==> src/shared/mcs_defs.svh <==
`ifndef MCS_DEFS_SVH
`define MCS_DEFS_SVH
// Register byte offsets
`define MCS_CTRL_OFF     12'h000
`define MCS_PRELOAD_OFF  12'h004
`define MCS_STATUS_OFF   12'h008
`define MCS_COUNT_OFF    12'h00c
// Control field positions
`define MCS_CTRL_MODE_LO 0
`define MCS_CTRL_MODE_HI 1
`define MCS_CTRL_START   2
`define MCS_CTRL_SRST    3
// Preload split: length in low bits, lines above
`define MCS_LEN_W        12
`define MCS_LINE_W       8
`define MCS_LINE_POS     12
// Reset values
`define MCS_MODE_RST     2'h0
`define MCS_PRELOAD_RST  20'h00000
// Timing
`define MCS_CLK_NS       100
`define MCS_GO_LAG_NS    40
`define MCS_DLY_STAGES   3
`endif

==> src/shared/mcs_pkg.sv <==
package mcs_pkg;
    // Transfer sequencing states, gray along the usual path
    typedef enum logic [2:0] {
        MCS_IDLE   = 3'h0,
        MCS_STROBE = 3'h1,
        MCS_ADDR   = 3'h3,
        MCS_DATA   = 3'h2,
        MCS_GAP    = 3'h6,
        MCS_DATA2  = 3'h7
    } mcs_state_t;

    // Memory handshake pins toward the chassis controller
    typedef struct packed {
        logic addr_avail_n;
        logic data_request_n;
    } mcs_mem_out_t;

    typedef struct packed {
        logic addr_accept_n;
        logic data_acknowledge_n;
        logic mem_busy_n;
    } mcs_mem_in_t;
endpackage : mcs_pkg
==> src/core/mcs_delay_chain.sv <==
`timescale 1ns/1ps
`include "mcs_defs.svh"
module mcs_delay_chain import mcs_pkg::*; (
    // Clock and reset
    input  wire logic pclk,
    input  wire logic presetn,
    input  wire logic srst,
    // Start on rising modify window
    input  wire logic start,
    // Fires on fourth edge after start
    output logic      fire
);
    typedef struct packed {
        logic delay_stage_one;
        logic delay_stage_two;
        logic delay_stage_three;
        logic fire;
    } mcs_dly_st_t;

    mcs_dly_st_t st_reg;        // Registered state
    mcs_dly_st_t st_next;       // Next state
    logic        delay_chain_clear_n; // Low while stage two holds

    if (`MCS_DLY_STAGES != 3) begin : g_chk
        $error("delay chain is built for three stages");
    end

    // Stage one clears itself one edge after it sets, so one window edge fires once
    always_comb begin
        delay_chain_clear_n = ~st_reg.delay_stage_two;
        st_next = st_reg;
        st_next.delay_stage_one = start | (st_reg.delay_stage_one & delay_chain_clear_n);
        if (st_reg.delay_stage_one) begin
            st_next.delay_stage_one = 1'b0;
        end
        st_next.delay_stage_two   = st_reg.delay_stage_one;
        st_next.delay_stage_three = st_reg.delay_stage_two;
        st_next.fire              = st_reg.delay_stage_three;
        if (srst) begin
            st_next = '0;
        end
    end

    // State register
    always_ff @(posedge pclk or negedge presetn) begin
        if (!presetn) begin
            st_reg <= '0;
        end else begin
            st_reg <= st_next;
        end
    end

    assign fire = st_reg.fire;

    // Fire lands exactly on the third edge after stage one
    third_edge_a : assert property (@(posedge pclk) disable iff (!presetn || srst)
        $rose(st_reg.delay_stage_one) |-> ##3 st_reg.fire)
        else $error("second request not on third edge");
endmodule : mcs_delay_chain

==> src/core/mcs_down_counter.sv <==
`timescale 1ns/1ps
`include "mcs_defs.svh"
module mcs_down_counter import mcs_pkg::*; #(
    parameter int W = 12
) (
    // Clock and reset
    input  wire logic         pclk,
    input  wire logic         presetn,
    input  wire logic         srst,
    // Control
    input  wire logic         tick,
    input  wire logic         load_en,
    input  wire logic         dec_en,
    input  wire logic [W-1:0] load_val,
    // State
    output logic [W-1:0]      value,
    output logic              zero
);
    typedef struct packed {
        logic [W-1:0] cnt;      // Counter value
    } mcs_cnt_st_t;

    mcs_cnt_st_t st_reg;        // Registered state
    mcs_cnt_st_t st_next;       // Next state

    if (W < 1 || W > 16) begin : g_chk
        $error("mcs_down_counter width out of range");
    end

    // Load wins over decrement, else hold
    always_comb begin
        st_next = st_reg;
        if (srst) begin
            st_next.cnt = '0;
        end else if (tick && load_en) begin
            st_next.cnt = load_val;
        end else if (tick && dec_en) begin
            st_next.cnt = st_reg.cnt - W'(1);
        end
    end

    // State register
    always_ff @(posedge pclk or negedge presetn) begin
        if (!presetn) begin
            st_reg <= '0;
        end else begin
            st_reg <= st_next;
        end
    end

    assign value = st_reg.cnt;
    assign zero  = (st_reg.cnt == '0);

    // No tick and no soft reset means no change
    hold_no_tick_a : assert property (@(posedge pclk) disable iff (!presetn)
        (!tick && !srst) |=> $stable(st_reg.cnt))
        else $error("counter moved without a tick");
endmodule : mcs_down_counter

==> src/core/mcs_sequencer.sv <==
`timescale 1ns/1ps
`include "mcs_defs.svh"
module mcs_sequencer import mcs_pkg::*; (
    // Clock and reset
    input  wire logic        pclk,
    input  wire logic        presetn,
    // APB slave
    input  wire logic        psel,
    input  wire logic        penable,
    input  wire logic        pwrite,
    input  wire logic [11:0] paddr,
    input  wire logic [31:0] pwdata,
    output logic             pready,
    output logic [31:0]      prdata,
    output logic             pslverr,
    // Memory handshake
    input  mcs_mem_in_t      mem_in,
    output mcs_mem_out_t     mem_out,
    // Address generator controls
    output logic             addr_counter_clock,
    output logic             addr_counter_gate,
    output logic             addr_counter_load,
    output logic             cycle_strobe,
    // Transfer status
    output logic             lockout_n,
    output logic             modify_window,
    output logic             gated_data_accepted
);
    localparam int GO_LAG = (`MCS_GO_LAG_NS / `MCS_CLK_NS) < 1 ? 1
                          : (`MCS_GO_LAG_NS / `MCS_CLK_NS);

    if (GO_LAG != 1) begin : g_chk
        $error("cycle strobe lag must be one clock");
    end

    typedef struct packed {
        mcs_state_t   state;          // Sequencer state
        logic [1:0]   mode;           // Mode bits, high then low
        logic [19:0]  preload;        // Lines and line length
        logic         cycle_req;      // Cycle request latch
        logic         gate_load;      // Gate/load latch, set = count
        logic         acc;            // Counter clock pulse
        logic         go;             // Cycle strobe pulse
        logic         gda;            // Gated data accepted pulse
        logic         mwin;           // Modify window latch
        logic         dc;             // Sampled data complete
        mcs_mem_out_t mo;             // Handshake outputs
        logic         srst;           // Soft reset pulse
        logic         pready;         // Bus answer
        logic         pslverr;        // Bus error
        logic [31:0]  prdata;         // Bus read data
    } mcs_st_t;

    mcs_st_t     st_reg;              // Registered state
    mcs_st_t     st_next;             // Next state
    logic        data_complete_pulse; // Acknowledge while requesting
    logic        dc_rise;             // Complete pulse leading edge
    logic        dc_fall;             // Complete pulse trailing edge
    logic        mw_rise;             // Modify window leading edge
    logic        second_fire;         // Delay chain done
    logic        mode_low_bit;        // Counting modes
    logic        mode_high_bit;       // Read-modify-write modes
    logic [11:0] len_val;             // Line length count
    logic [7:0]  line_val;            // Line count
    logic        len_zero;            // Length at zero
    logic        line_zero;           // Lines at zero
    logic        terminal_count;      // Whole counter exhausted
    logic        term_qual;           // Termination qualifier
    logic        end_clear;           // End of cycle clear
    logic        bus_wr;              // Write taken this edge
    logic        bus_setup;           // Setup phase
    logic        mapped;              // Address decodes

    // Length counter, reloads on load control or on reaching zero
    mcs_down_counter #(.W(`MCS_LEN_W)) u_len (
        .pclk     (pclk),
        .presetn  (presetn),
        .srst     (st_reg.srst),
        .tick     (st_reg.acc),
        .load_en  (~st_reg.gate_load | len_zero),
        .dec_en   (st_reg.gate_load),
        .load_val (st_reg.preload[`MCS_LEN_W-1:0]),
        .value    (len_val),
        .zero     (len_zero)
    );

    // Line counter, decrements only on length carry
    mcs_down_counter #(.W(`MCS_LINE_W)) u_line (
        .pclk     (pclk),
        .presetn  (presetn),
        .srst     (st_reg.srst),
        .tick     (st_reg.acc),
        .load_en  (~st_reg.gate_load),
        .dec_en   (st_reg.gate_load & len_zero),
        .load_val (st_reg.preload[`MCS_LINE_POS +: `MCS_LINE_W]),
        .value    (line_val),
        .zero     (line_zero)
    );

    // Second request timing
    mcs_delay_chain u_dly (
        .pclk    (pclk),
        .presetn (presetn),
        .srst    (st_reg.srst),
        .start   (mw_rise),
        .fire    (second_fire)
    );

    // Decode and cycle-end terms
    always_comb begin
        mode_low_bit        = st_reg.mode[0];
        mode_high_bit       = st_reg.mode[1];
        data_complete_pulse = ~mem_in.data_acknowledge_n & ~st_reg.mo.data_request_n;
        dc_rise             = data_complete_pulse & ~st_reg.dc;
        dc_fall             = ~data_complete_pulse & st_reg.dc;
        // Window rises on a trailing complete edge in rmw modes, not under soft reset
        mw_rise             = dc_fall & mode_high_bit & ~st_reg.mwin & ~st_reg.srst;
        terminal_count      = line_zero & len_zero;
        // High in modes 0,2; mode 1 also on length reload
        term_qual = ~mode_low_bit | terminal_count | (~mode_high_bit & len_zero);
        end_clear = st_reg.gda & term_qual;
        bus_setup = psel & ~penable;
        bus_wr    = psel & penable & st_reg.pready & pwrite;
        mapped    = (paddr == `MCS_CTRL_OFF) || (paddr == `MCS_PRELOAD_OFF)
                 || (paddr == `MCS_STATUS_OFF) || (paddr == `MCS_COUNT_OFF);
    end

    // Sequencer, handshake and register file
    always_comb begin
        st_next      = st_reg;
        st_next.acc  = 1'b0;
        st_next.go   = 1'b0;
        st_next.gda  = 1'b0;
        st_next.srst = 1'b0;
        st_next.dc   = data_complete_pulse;
        // Lockout latch clocked by trailing edge of complete pulse
        if (dc_fall) begin
            st_next.mwin = mode_high_bit & ~st_reg.mwin;
        end
        // End clear resets both latches
        if (end_clear) begin
            st_next.cycle_req = 1'b0;
            st_next.gate_load = 1'b0;
        end
        unique case (st_reg.state)
            MCS_IDLE: begin
                // Wait for memory free and acknowledge released
                if (st_reg.cycle_req && !end_clear && mem_in.mem_busy_n
                    && !st_reg.dc && !st_reg.mwin) begin
                    st_next.acc   = 1'b1;
                    st_next.state = MCS_STROBE;
                end
            end
            MCS_STROBE: begin
                st_next.go              = 1'b1;
                st_next.gate_load       = mode_low_bit;
                st_next.mo.addr_avail_n = 1'b0;
                st_next.state           = MCS_ADDR;
            end
            MCS_ADDR: begin
                if (!mem_in.addr_accept_n) begin
                    st_next.mo.addr_avail_n   = 1'b1;
                    st_next.mo.data_request_n = 1'b0;
                    st_next.state             = MCS_DATA;
                end
            end
            MCS_DATA: begin
                if (dc_rise) begin
                    st_next.mo.data_request_n = 1'b1;
                    if (mode_high_bit) begin
                        st_next.state = MCS_GAP;
                    end else begin
                        st_next.gda   = 1'b1;
                        st_next.state = MCS_IDLE;
                    end
                end
            end
            MCS_GAP: begin
                // Memory needs time before the second request
                if (second_fire) begin
                    st_next.mo.data_request_n = 1'b0;
                    st_next.state             = MCS_DATA2;
                end
            end
            MCS_DATA2: begin
                if (dc_rise) begin
                    st_next.mo.data_request_n = 1'b1;
                    st_next.gda               = 1'b1;
                    st_next.state             = MCS_IDLE;
                end
            end
            default: begin
                st_next.state = MCS_IDLE;
            end
        endcase
        // APB: no wait states, answer registered in the setup phase
        st_next.pready = bus_setup;
        if (bus_setup) begin
            st_next.pslverr = ~mapped;
            st_next.prdata  = 32'h0;
            if (!pwrite) begin
                if (paddr == `MCS_CTRL_OFF) begin
                    st_next.prdata[1:0] = st_reg.mode;
                end else if (paddr == `MCS_PRELOAD_OFF) begin
                    st_next.prdata[19:0] = st_reg.preload;
                end else if (paddr == `MCS_STATUS_OFF) begin
                    st_next.prdata[5:0] = {~st_reg.mo.data_request_n,
                        ~st_reg.mo.addr_avail_n, st_reg.mwin,
                        st_reg.gate_load, st_reg.cycle_req, st_reg.state != MCS_IDLE};
                end else if (paddr == `MCS_COUNT_OFF) begin
                    st_next.prdata[19:0] = {line_val, len_val};
                end
            end
        end
        if (bus_wr && paddr == `MCS_CTRL_OFF) begin
            // Mode changes only when no cycle is pending
            if (!st_reg.cycle_req) begin
                st_next.mode = pwdata[`MCS_CTRL_MODE_HI:`MCS_CTRL_MODE_LO];
            end
            if (pwdata[`MCS_CTRL_START]) begin
                st_next.cycle_req = 1'b1;
            end
            if (pwdata[`MCS_CTRL_SRST]) begin
                st_next.srst = 1'b1;
            end
        end
        if (bus_wr && paddr == `MCS_PRELOAD_OFF && !st_reg.cycle_req) begin
            st_next.preload = pwdata[19:0];
        end
        // Soft reset idles the sequencer but keeps settings
        if (st_reg.srst) begin
            st_next.state     = MCS_IDLE;
            st_next.cycle_req = 1'b0;
            st_next.gate_load = 1'b0;
            st_next.mwin      = 1'b0;
            st_next.acc       = 1'b0;
            st_next.go        = 1'b0;
            st_next.gda       = 1'b0;
            st_next.mo        = '{addr_avail_n: 1'b1, data_request_n: 1'b1};
        end
    end

    // State register, rising clock only
    always_ff @(posedge pclk or negedge presetn) begin
        if (!presetn) begin
            st_reg         <= '0;
            st_reg.state   <= MCS_IDLE;
            st_reg.mode    <= `MCS_MODE_RST;
            st_reg.preload <= `MCS_PRELOAD_RST;
            st_reg.mo      <= '{addr_avail_n: 1'b1, data_request_n: 1'b1};
        end else begin
            st_reg <= st_next;
        end
    end

    // Outputs straight from flip-flops, addr_counter_gate and lockout_n inverted
    assign pready              = st_reg.pready;
    assign prdata              = st_reg.prdata;
    assign pslverr             = st_reg.pslverr;
    assign mem_out             = st_reg.mo;
    assign addr_counter_clock  = st_reg.acc;
    assign addr_counter_load   = st_reg.gate_load;
    assign addr_counter_gate   = ~st_reg.gate_load;
    assign cycle_strobe        = st_reg.go;
    assign lockout_n           = ~st_reg.mwin;
    assign modify_window       = st_reg.mwin;
    assign gated_data_accepted = st_reg.gda;

    strobe_after_clk_a : assert property (@(posedge pclk) disable iff (!presetn)
        st_reg.acc && !st_reg.srst |=> st_reg.go)
        else $error("cycle strobe did not follow counter clock");
    latch_takes_mode_a : assert property (@(posedge pclk) disable iff (!presetn)
        st_reg.go |-> st_reg.gate_load == mode_low_bit)
        else $error("gate/load latch did not take mode low bit");
    window_rmw_only_a : assert property (@(posedge pclk) disable iff (!presetn)
        !mode_high_bit && !st_reg.mwin |=> !st_reg.mwin)
        else $error("modify window rose outside rmw modes");
    window_release_a : assert property (@(posedge pclk) disable iff (!presetn)
        dc_fall && st_reg.mwin |=> !st_reg.mwin)
        else $error("modify window not released");
    end_clears_a : assert property (@(posedge pclk) disable iff (!presetn)
        end_clear && !bus_wr |=> !st_reg.cycle_req && !st_reg.gate_load)
        else $error("end clear missed a latch");
    accept_final_a : assert property (@(posedge pclk) disable iff (!presetn)
        st_reg.gda && mode_high_bit |-> $past(st_reg.state) == MCS_DATA2)
        else $error("accepted pulse on first rmw complete");
    single_strobe_a : assert property (@(posedge pclk) disable iff (!presetn)
        st_reg.gda && !mode_low_bit && !bus_wr |=> !st_reg.cycle_req)
        else $error("single transfer mode did not end");
    addr_before_req_a : assert property (@(posedge pclk) disable iff (!presetn)
        $fell(st_reg.mo.data_request_n) && st_reg.state == MCS_DATA
        |-> $past(st_reg.state) == MCS_ADDR)
        else $error("data request before address accepted");
endmodule : mcs_sequencer

==> config.mk <==
export PLATFORM = sky130hd
export DESIGN_NAME = mcs_sequencer
export DESIGN_NICKNAME = d
export VERILOG_FILES = /design/src/shared/mcs_pkg.sv /design/src/core/mcs_delay_chain.sv /design/src/core/mcs_down_counter.sv /design/src/core/mcs_sequencer.sv
export VERILOG_INCLUDE_DIRS = /design/src /design/src/shared
export SDC_FILE = /design/constraint.sdc
export NUM_CORES = 1
export LEC_CHECK = 0
export ABC_AREA = 1
export BUFFER_PORTS_ARGS = -buffer_cell sky130_fd_sc_hd__buf_2
export CORE_UTILIZATION = 40
export DETAILED_ROUTE_END_ITERATION = 16
export RECOVER_POWER = 50
export SYNTH_ARGS = -nofsm -noshare
export SYNTH_HDL_FRONTEND = slang
export SYNTH_SLANG_ARGS = --single-unit
==> constraint.sdc <==
create_clock -name pclk -period 1.76 [get_ports pclk]
set_input_delay 0.176 -clock pclk [delete_from_list [all_inputs] [get_ports pclk]]
set_output_delay 0.176 -clock pclk [all_outputs]
set_load 0.02 [all_outputs]
Yosys cells after proc, flatten, opt, wreduce, memory -nomap -nowiden
Cells that the tools add are included.
Widths: inputs -> output; s select.

operators by class
  add/sub/neg operators = 2
  equal/unequal tests = 14
  mux-type cells = 44
  bitwise gates (word level) = 34
  reductions and logical operators = 34

operators by type and width
  cell                   number
  $mux 20                3
  $mux 12                3
  $eq 12x4->1 const B    2
  $logic_not 12->1       2
  $mux 8                 3
  $mux 3                 7
  $mux 18                1
  $pmux 3 s6             1
  $and 1x1->1            16
  $mux 1                 15
  $reduce_bool 3->1      5
  $mux 14                1
  $not 1->1              14
  $eq 12x3->1 const B    1
  $mux 6                 2
  $ne 3x3->1 const B     4
  $sub 12x1->12 const B  1
  $logic_and 1x1->1      11
  $logic_not 8->1        1
  $mux 2                 4
  $sub 8x1->8 const B    1
  $eq 3x2->1 const B     2
  $eq 3x3->1 const B     2
  $reduce_and 5->1       1
  other kinds (15)       25

word-level totals
  flip-flop bits (word level) = 81
  bits of input ports = 52
  output and inout port bits = 43

Longest topological paths before layout
  depth after elaboration = 13
  gate-level depth with buffers = 14

By module
A second synthesis with hierarchy kept.

unflattened totals
  cell total of the unflattened synthesis = 623
  area, all modules = 4,723.3 sq um

modules (own cells, without submodules)
  module                      instances  cells each  area an instance (sq um)
  mcs_sequencer               1          391         3,078.0
  mcs_down_counter at u_len   1          136         919.6
  mcs_down_counter at u_line  1          84          590.6
  mcs_delay_chain             1          12          135.1

Least setup slack after synthesis
OpenSTA, ideal clock, no wires.

  path type = register to register
  start point = register u_len.st_reg, in the netlist u_len.value[0]
  end point = register u_len.st_reg, in the netlist u_len.value[11]
  setup time = 0.124 ns
  arrival time = 1.495 ns
  setup slack = 0.141 ns
  cell stages (with the launch flop) = 12
  path buffers = 0
  path through = dfrtp_1 -> inv_1 -> ha_1 -> nand2_1 -> nor2_1 -> nand2_1 -> o21ai_4 -> nand2_2 -> nand2_1 -> a21oi_1 -> nand2_1 -> nand2_1

on the way
  word-level cells in the longest chain between the ends = 5
  elaborated cells on any way between the ends = 8
  classes of those cells = add/sub (1); mux (3); bitwise (1); reduce/logical (3)

RTL lines
  item                                                                   RTL line                RTL
  start, declared                                                        mcs_down_counter.sv:23  mcs_cnt_st_t st_reg;
  start signal, assigned                                                 mcs_down_counter.sv:47  st_reg <= st_next;
  parallel branches: the longest is 5 deep, another holds $sub 12x1->12  n/a

Parallel ways; which one is timed is not known. The select of a mux whose other input is x is not followed.
A chain may end at the register's enable or synchronous reset.

Worst setup path after layout
  start point = register u_len.st_reg, in the netlist u_len.value[1]
  end point = register u_len.st_reg, in the netlist u_len.value[6]

Same word-level chain as after synthesis.

==> results_dict.tcl <==
set metrics [dict create \
    clock_sinks 81 \
    end_kind "register" \
    grt_usage 0.217 \
    crit_fanout 8 \
    cp_top_family "compound AO/OA/AOI/OAI gates" \
    start_kind "register" \
    outcome "complete, no violations" \
    n_antenna_cell 0 \
    grt_pass1_vias 3702 \
    routabilityCongestion 0.879 \
    synthDistinctLibCells 39 \
    wl_met3_um 515 \
    fillers 1068 \
    start_util 0.413 \
    cap_violations 0 \
    p_sw_mw 2.29 \
    finalWirelength_um 12100 \
    clock_latency_ns 0.34 \
    synth_flop_cell "dfrtp_1" \
    post-dp-hpwl_um 8910 \
    slew_headroom 0.263 \
    critPathLaunch "u_len.value[1]" \
    path_clk_slew_ns 0.06 \
    p_per_area_nw_per_um2 1210 \
    arrival_ns 1.97 \
    dr.pass1.iters 4 \
    setup_viol 0 \
    ant_nets 0 \
    synth_seq_area_share 0.449 \
    dp_slack_ns 0.0120 \
    viasPerCell 5.09 \
    path_cells "inv_2, ha_4, nand2_1, nor2_1, nand2_2, o21ai_4, nand2_4, buf_12, o21ai_2, o211ai_1, a21oi_1" \
    internal_power_mw 4.36 \
    worst_slack_ns 0.0577 \
    cts-root-buf "clkbuf_16" \
    post_drt_wl_per_cell_um 15.1 \
    cts_tree "yes" \
    rsz0062_at_grt "true" \
    min_period_ns 1.70 \
    die-area_um2 11700 \
    grt_antenna_before_repair 0 \
    core_area_um2 10900 \
    ios 95 \
    wl_met1_um 6010 \
    p_leak_nw 2.88 \
    grt_pass1_wl_um 19100 \
    syn_avg_cell_area_um2 7.87 \
    syn_inst 574 \
    min_from "pwdata[15]" \
    grt_max_degree 82 \
    reg2reg_from "u_len.value[1]" \
    r2r_end "u_len.value[6]" \
    die_w_um 108 \
    whs_endpoint "st_reg[59]" \
    vias 4100 \
    fp.dieH_um 108 \
    r2r_cells 11 \
    initialDrtViolationCount 308 \
    h-tree-depth 3 \
    dp_cells 782 \
    top_layer "met4" \
    syn_area_um2 4520 \
    route.detailed.drc 0 \
    p_clk_frac 0.325 \
    finalHoldViolations 0 \
    worst-path-buf-inv 2 \
    rrSetupSlack_ns 0.06 \
    final_max_slew_viol_count 0 \
    wl_met2_um 5410 \
    numPortBuffers 70 \
    synth_edf_count 0 \
    fin_util 0.504 \
    ys_warn_count 0 \
    fp-row-count 38 \
    slowest_delay_ns 0.39 \
    synthArstFlopShare 1.00 \
    final_layout_size_suffix_gt1_frac 0.235 \
    clock_skew_ns 0.00784 \
    critPathKind "reg2reg" \
    largest_register_ff_count 26 \
    worst_pin_slew_ns 1.11 \
    synth_seq_cells 81 \
    vdd_drop_max_mv 0.459 \
    pwr-share-seq 0.348 \
    hp-class "in2reg" \
    seqCellArea_um2 2030 \
    combPwrFrac 0.326 \
    crit_required_ns 2.03 \
    period_share 0.967 \
    whs_path_depth 3 \
    fmax_ghz 0.587 \
    cts_buffers 9 \
    grt-ovfl-total 0 \
    syn_to_final_growth_pct 22.0 \
    critPathSlowestCell "dfrtp_1" \
    swShare 0.344 \
    multiInputGateArea_um2 2030 \
    fin_cells 805 \
    clock_path_buffers 2 \
    fin_nets 717 \
]
-- layout make-up --
type	instances	area share
clock buffer	9	0.0409
clock inverter	6	0.0209
inverter	49	0.0338
multi-input combinational	400	0.368
sequential	81	0.368
tap	140	0.0318
timing repair buffer	120	0.137
-- metrics by stage --
stage	cell area [µm²]	setup TNS, ns	power [mW]	hold slack (ns)
finish	5510	0	6.65	0.0613
detailed placement	5070	0	4.38	0.239
CTS	5440	-0.00701	6.57	0.0616
global route	5510	-0.140	7.05	0.0707
global placement	5070	0	4.34	0.240
floorplan	4560	0	3.67	-0.120
-- repair_timing --
item | 4_1_cts | 5_1_grt
buffers inserted | 0 | 6
hold endpoints to repair | 80 | 0
pin swaps | 0 | 10
resized for setup | 2 | 21
hold buffers | 2 | 0
gates cloned | 0 | 0
endpoints found under the setup margin | 2 | 22
-- power groups by stage --
stage	clock, mW	sequential (mW)	combinational, mW
floorplan	0	2.33	1.34
global placement	0	2.33	2.01
detailed placement	0	2.34	2.04
CTS	2.20	2.31	2.06
global route	2.26	2.34	2.45
finish	2.16	2.32	2.17
-- Yosys cell counts, types with 9 or more instances --
library cell  instances  area (µm²)
nor2_1               51         191
inv_1                47         176
buf_4                35         263
a21oi_1              18        90.1
nand3_1              37         185
o211ai_1             25         188
o21ai_0              54         270
o2111ai_1             9        78.8
dfrtp_1              79        1980
nand2_1             149         559
clkbuf_1             10        37.5
-- tightest hold or removal path, stage by stage --
cell and delay (ns):
buf_2 0.08, nand3_1 0.06, nand2_1 0.06
-- layout by cell type (no fill, tap or decap), types with 12 or more instances in the layout --
cell type / n
nand2_1: 145
dfrtp_1: 79
buf_2: 62
o21ai_0: 51
nor2_1: 49
inv_1: 44
buf_4: 43
nand3_1: 35
o211ai_1: 25
a21oi_1: 18
conb_1: 12
-- per-layer routing --
metal  global-route usage  vias to the layer above
met4               0.0782                        0
li1                     -                     2053
met5                    0                        -
met1                0.312                     1941
met2                0.330                       95
met3               0.0350                       11
-- cell families (layout without fill, tap and decap cells) --
group | Yosys count | count (layout) | share of synthesized area
fa+ha+maj | 4 | 4 | 0.0111
flops | 81 | 81 | 0.449
compound gates | 122 | 122 | 0.166
xor+xnor | 3 | 3 | 0.00582
buf+inv | 104 | 184 | 0.122
simple gates | 259 | 259 | 0.244
other cells | 1 | 12 | 0.000830
-- worst max path at each step --
| stage | endpoint | slack (ns) | cells after the start |
|---|---|---|---|
| after floorplan | u_len.value[11] | 0.14 | 11 |
| after global placement | prdata[19] | 0.03 | 9 |
| after detailed placement | prdata[16] | 0.01 | 8 |
| after global routing | u_line.value[3] | -0.03 | 10 |
| final | u_len.value[6] | 0.06 | 11 |
| after CTS | st_reg[68] | -0.007 | 14 |
No activity file was read; power rests on OpenSTA's default activity.
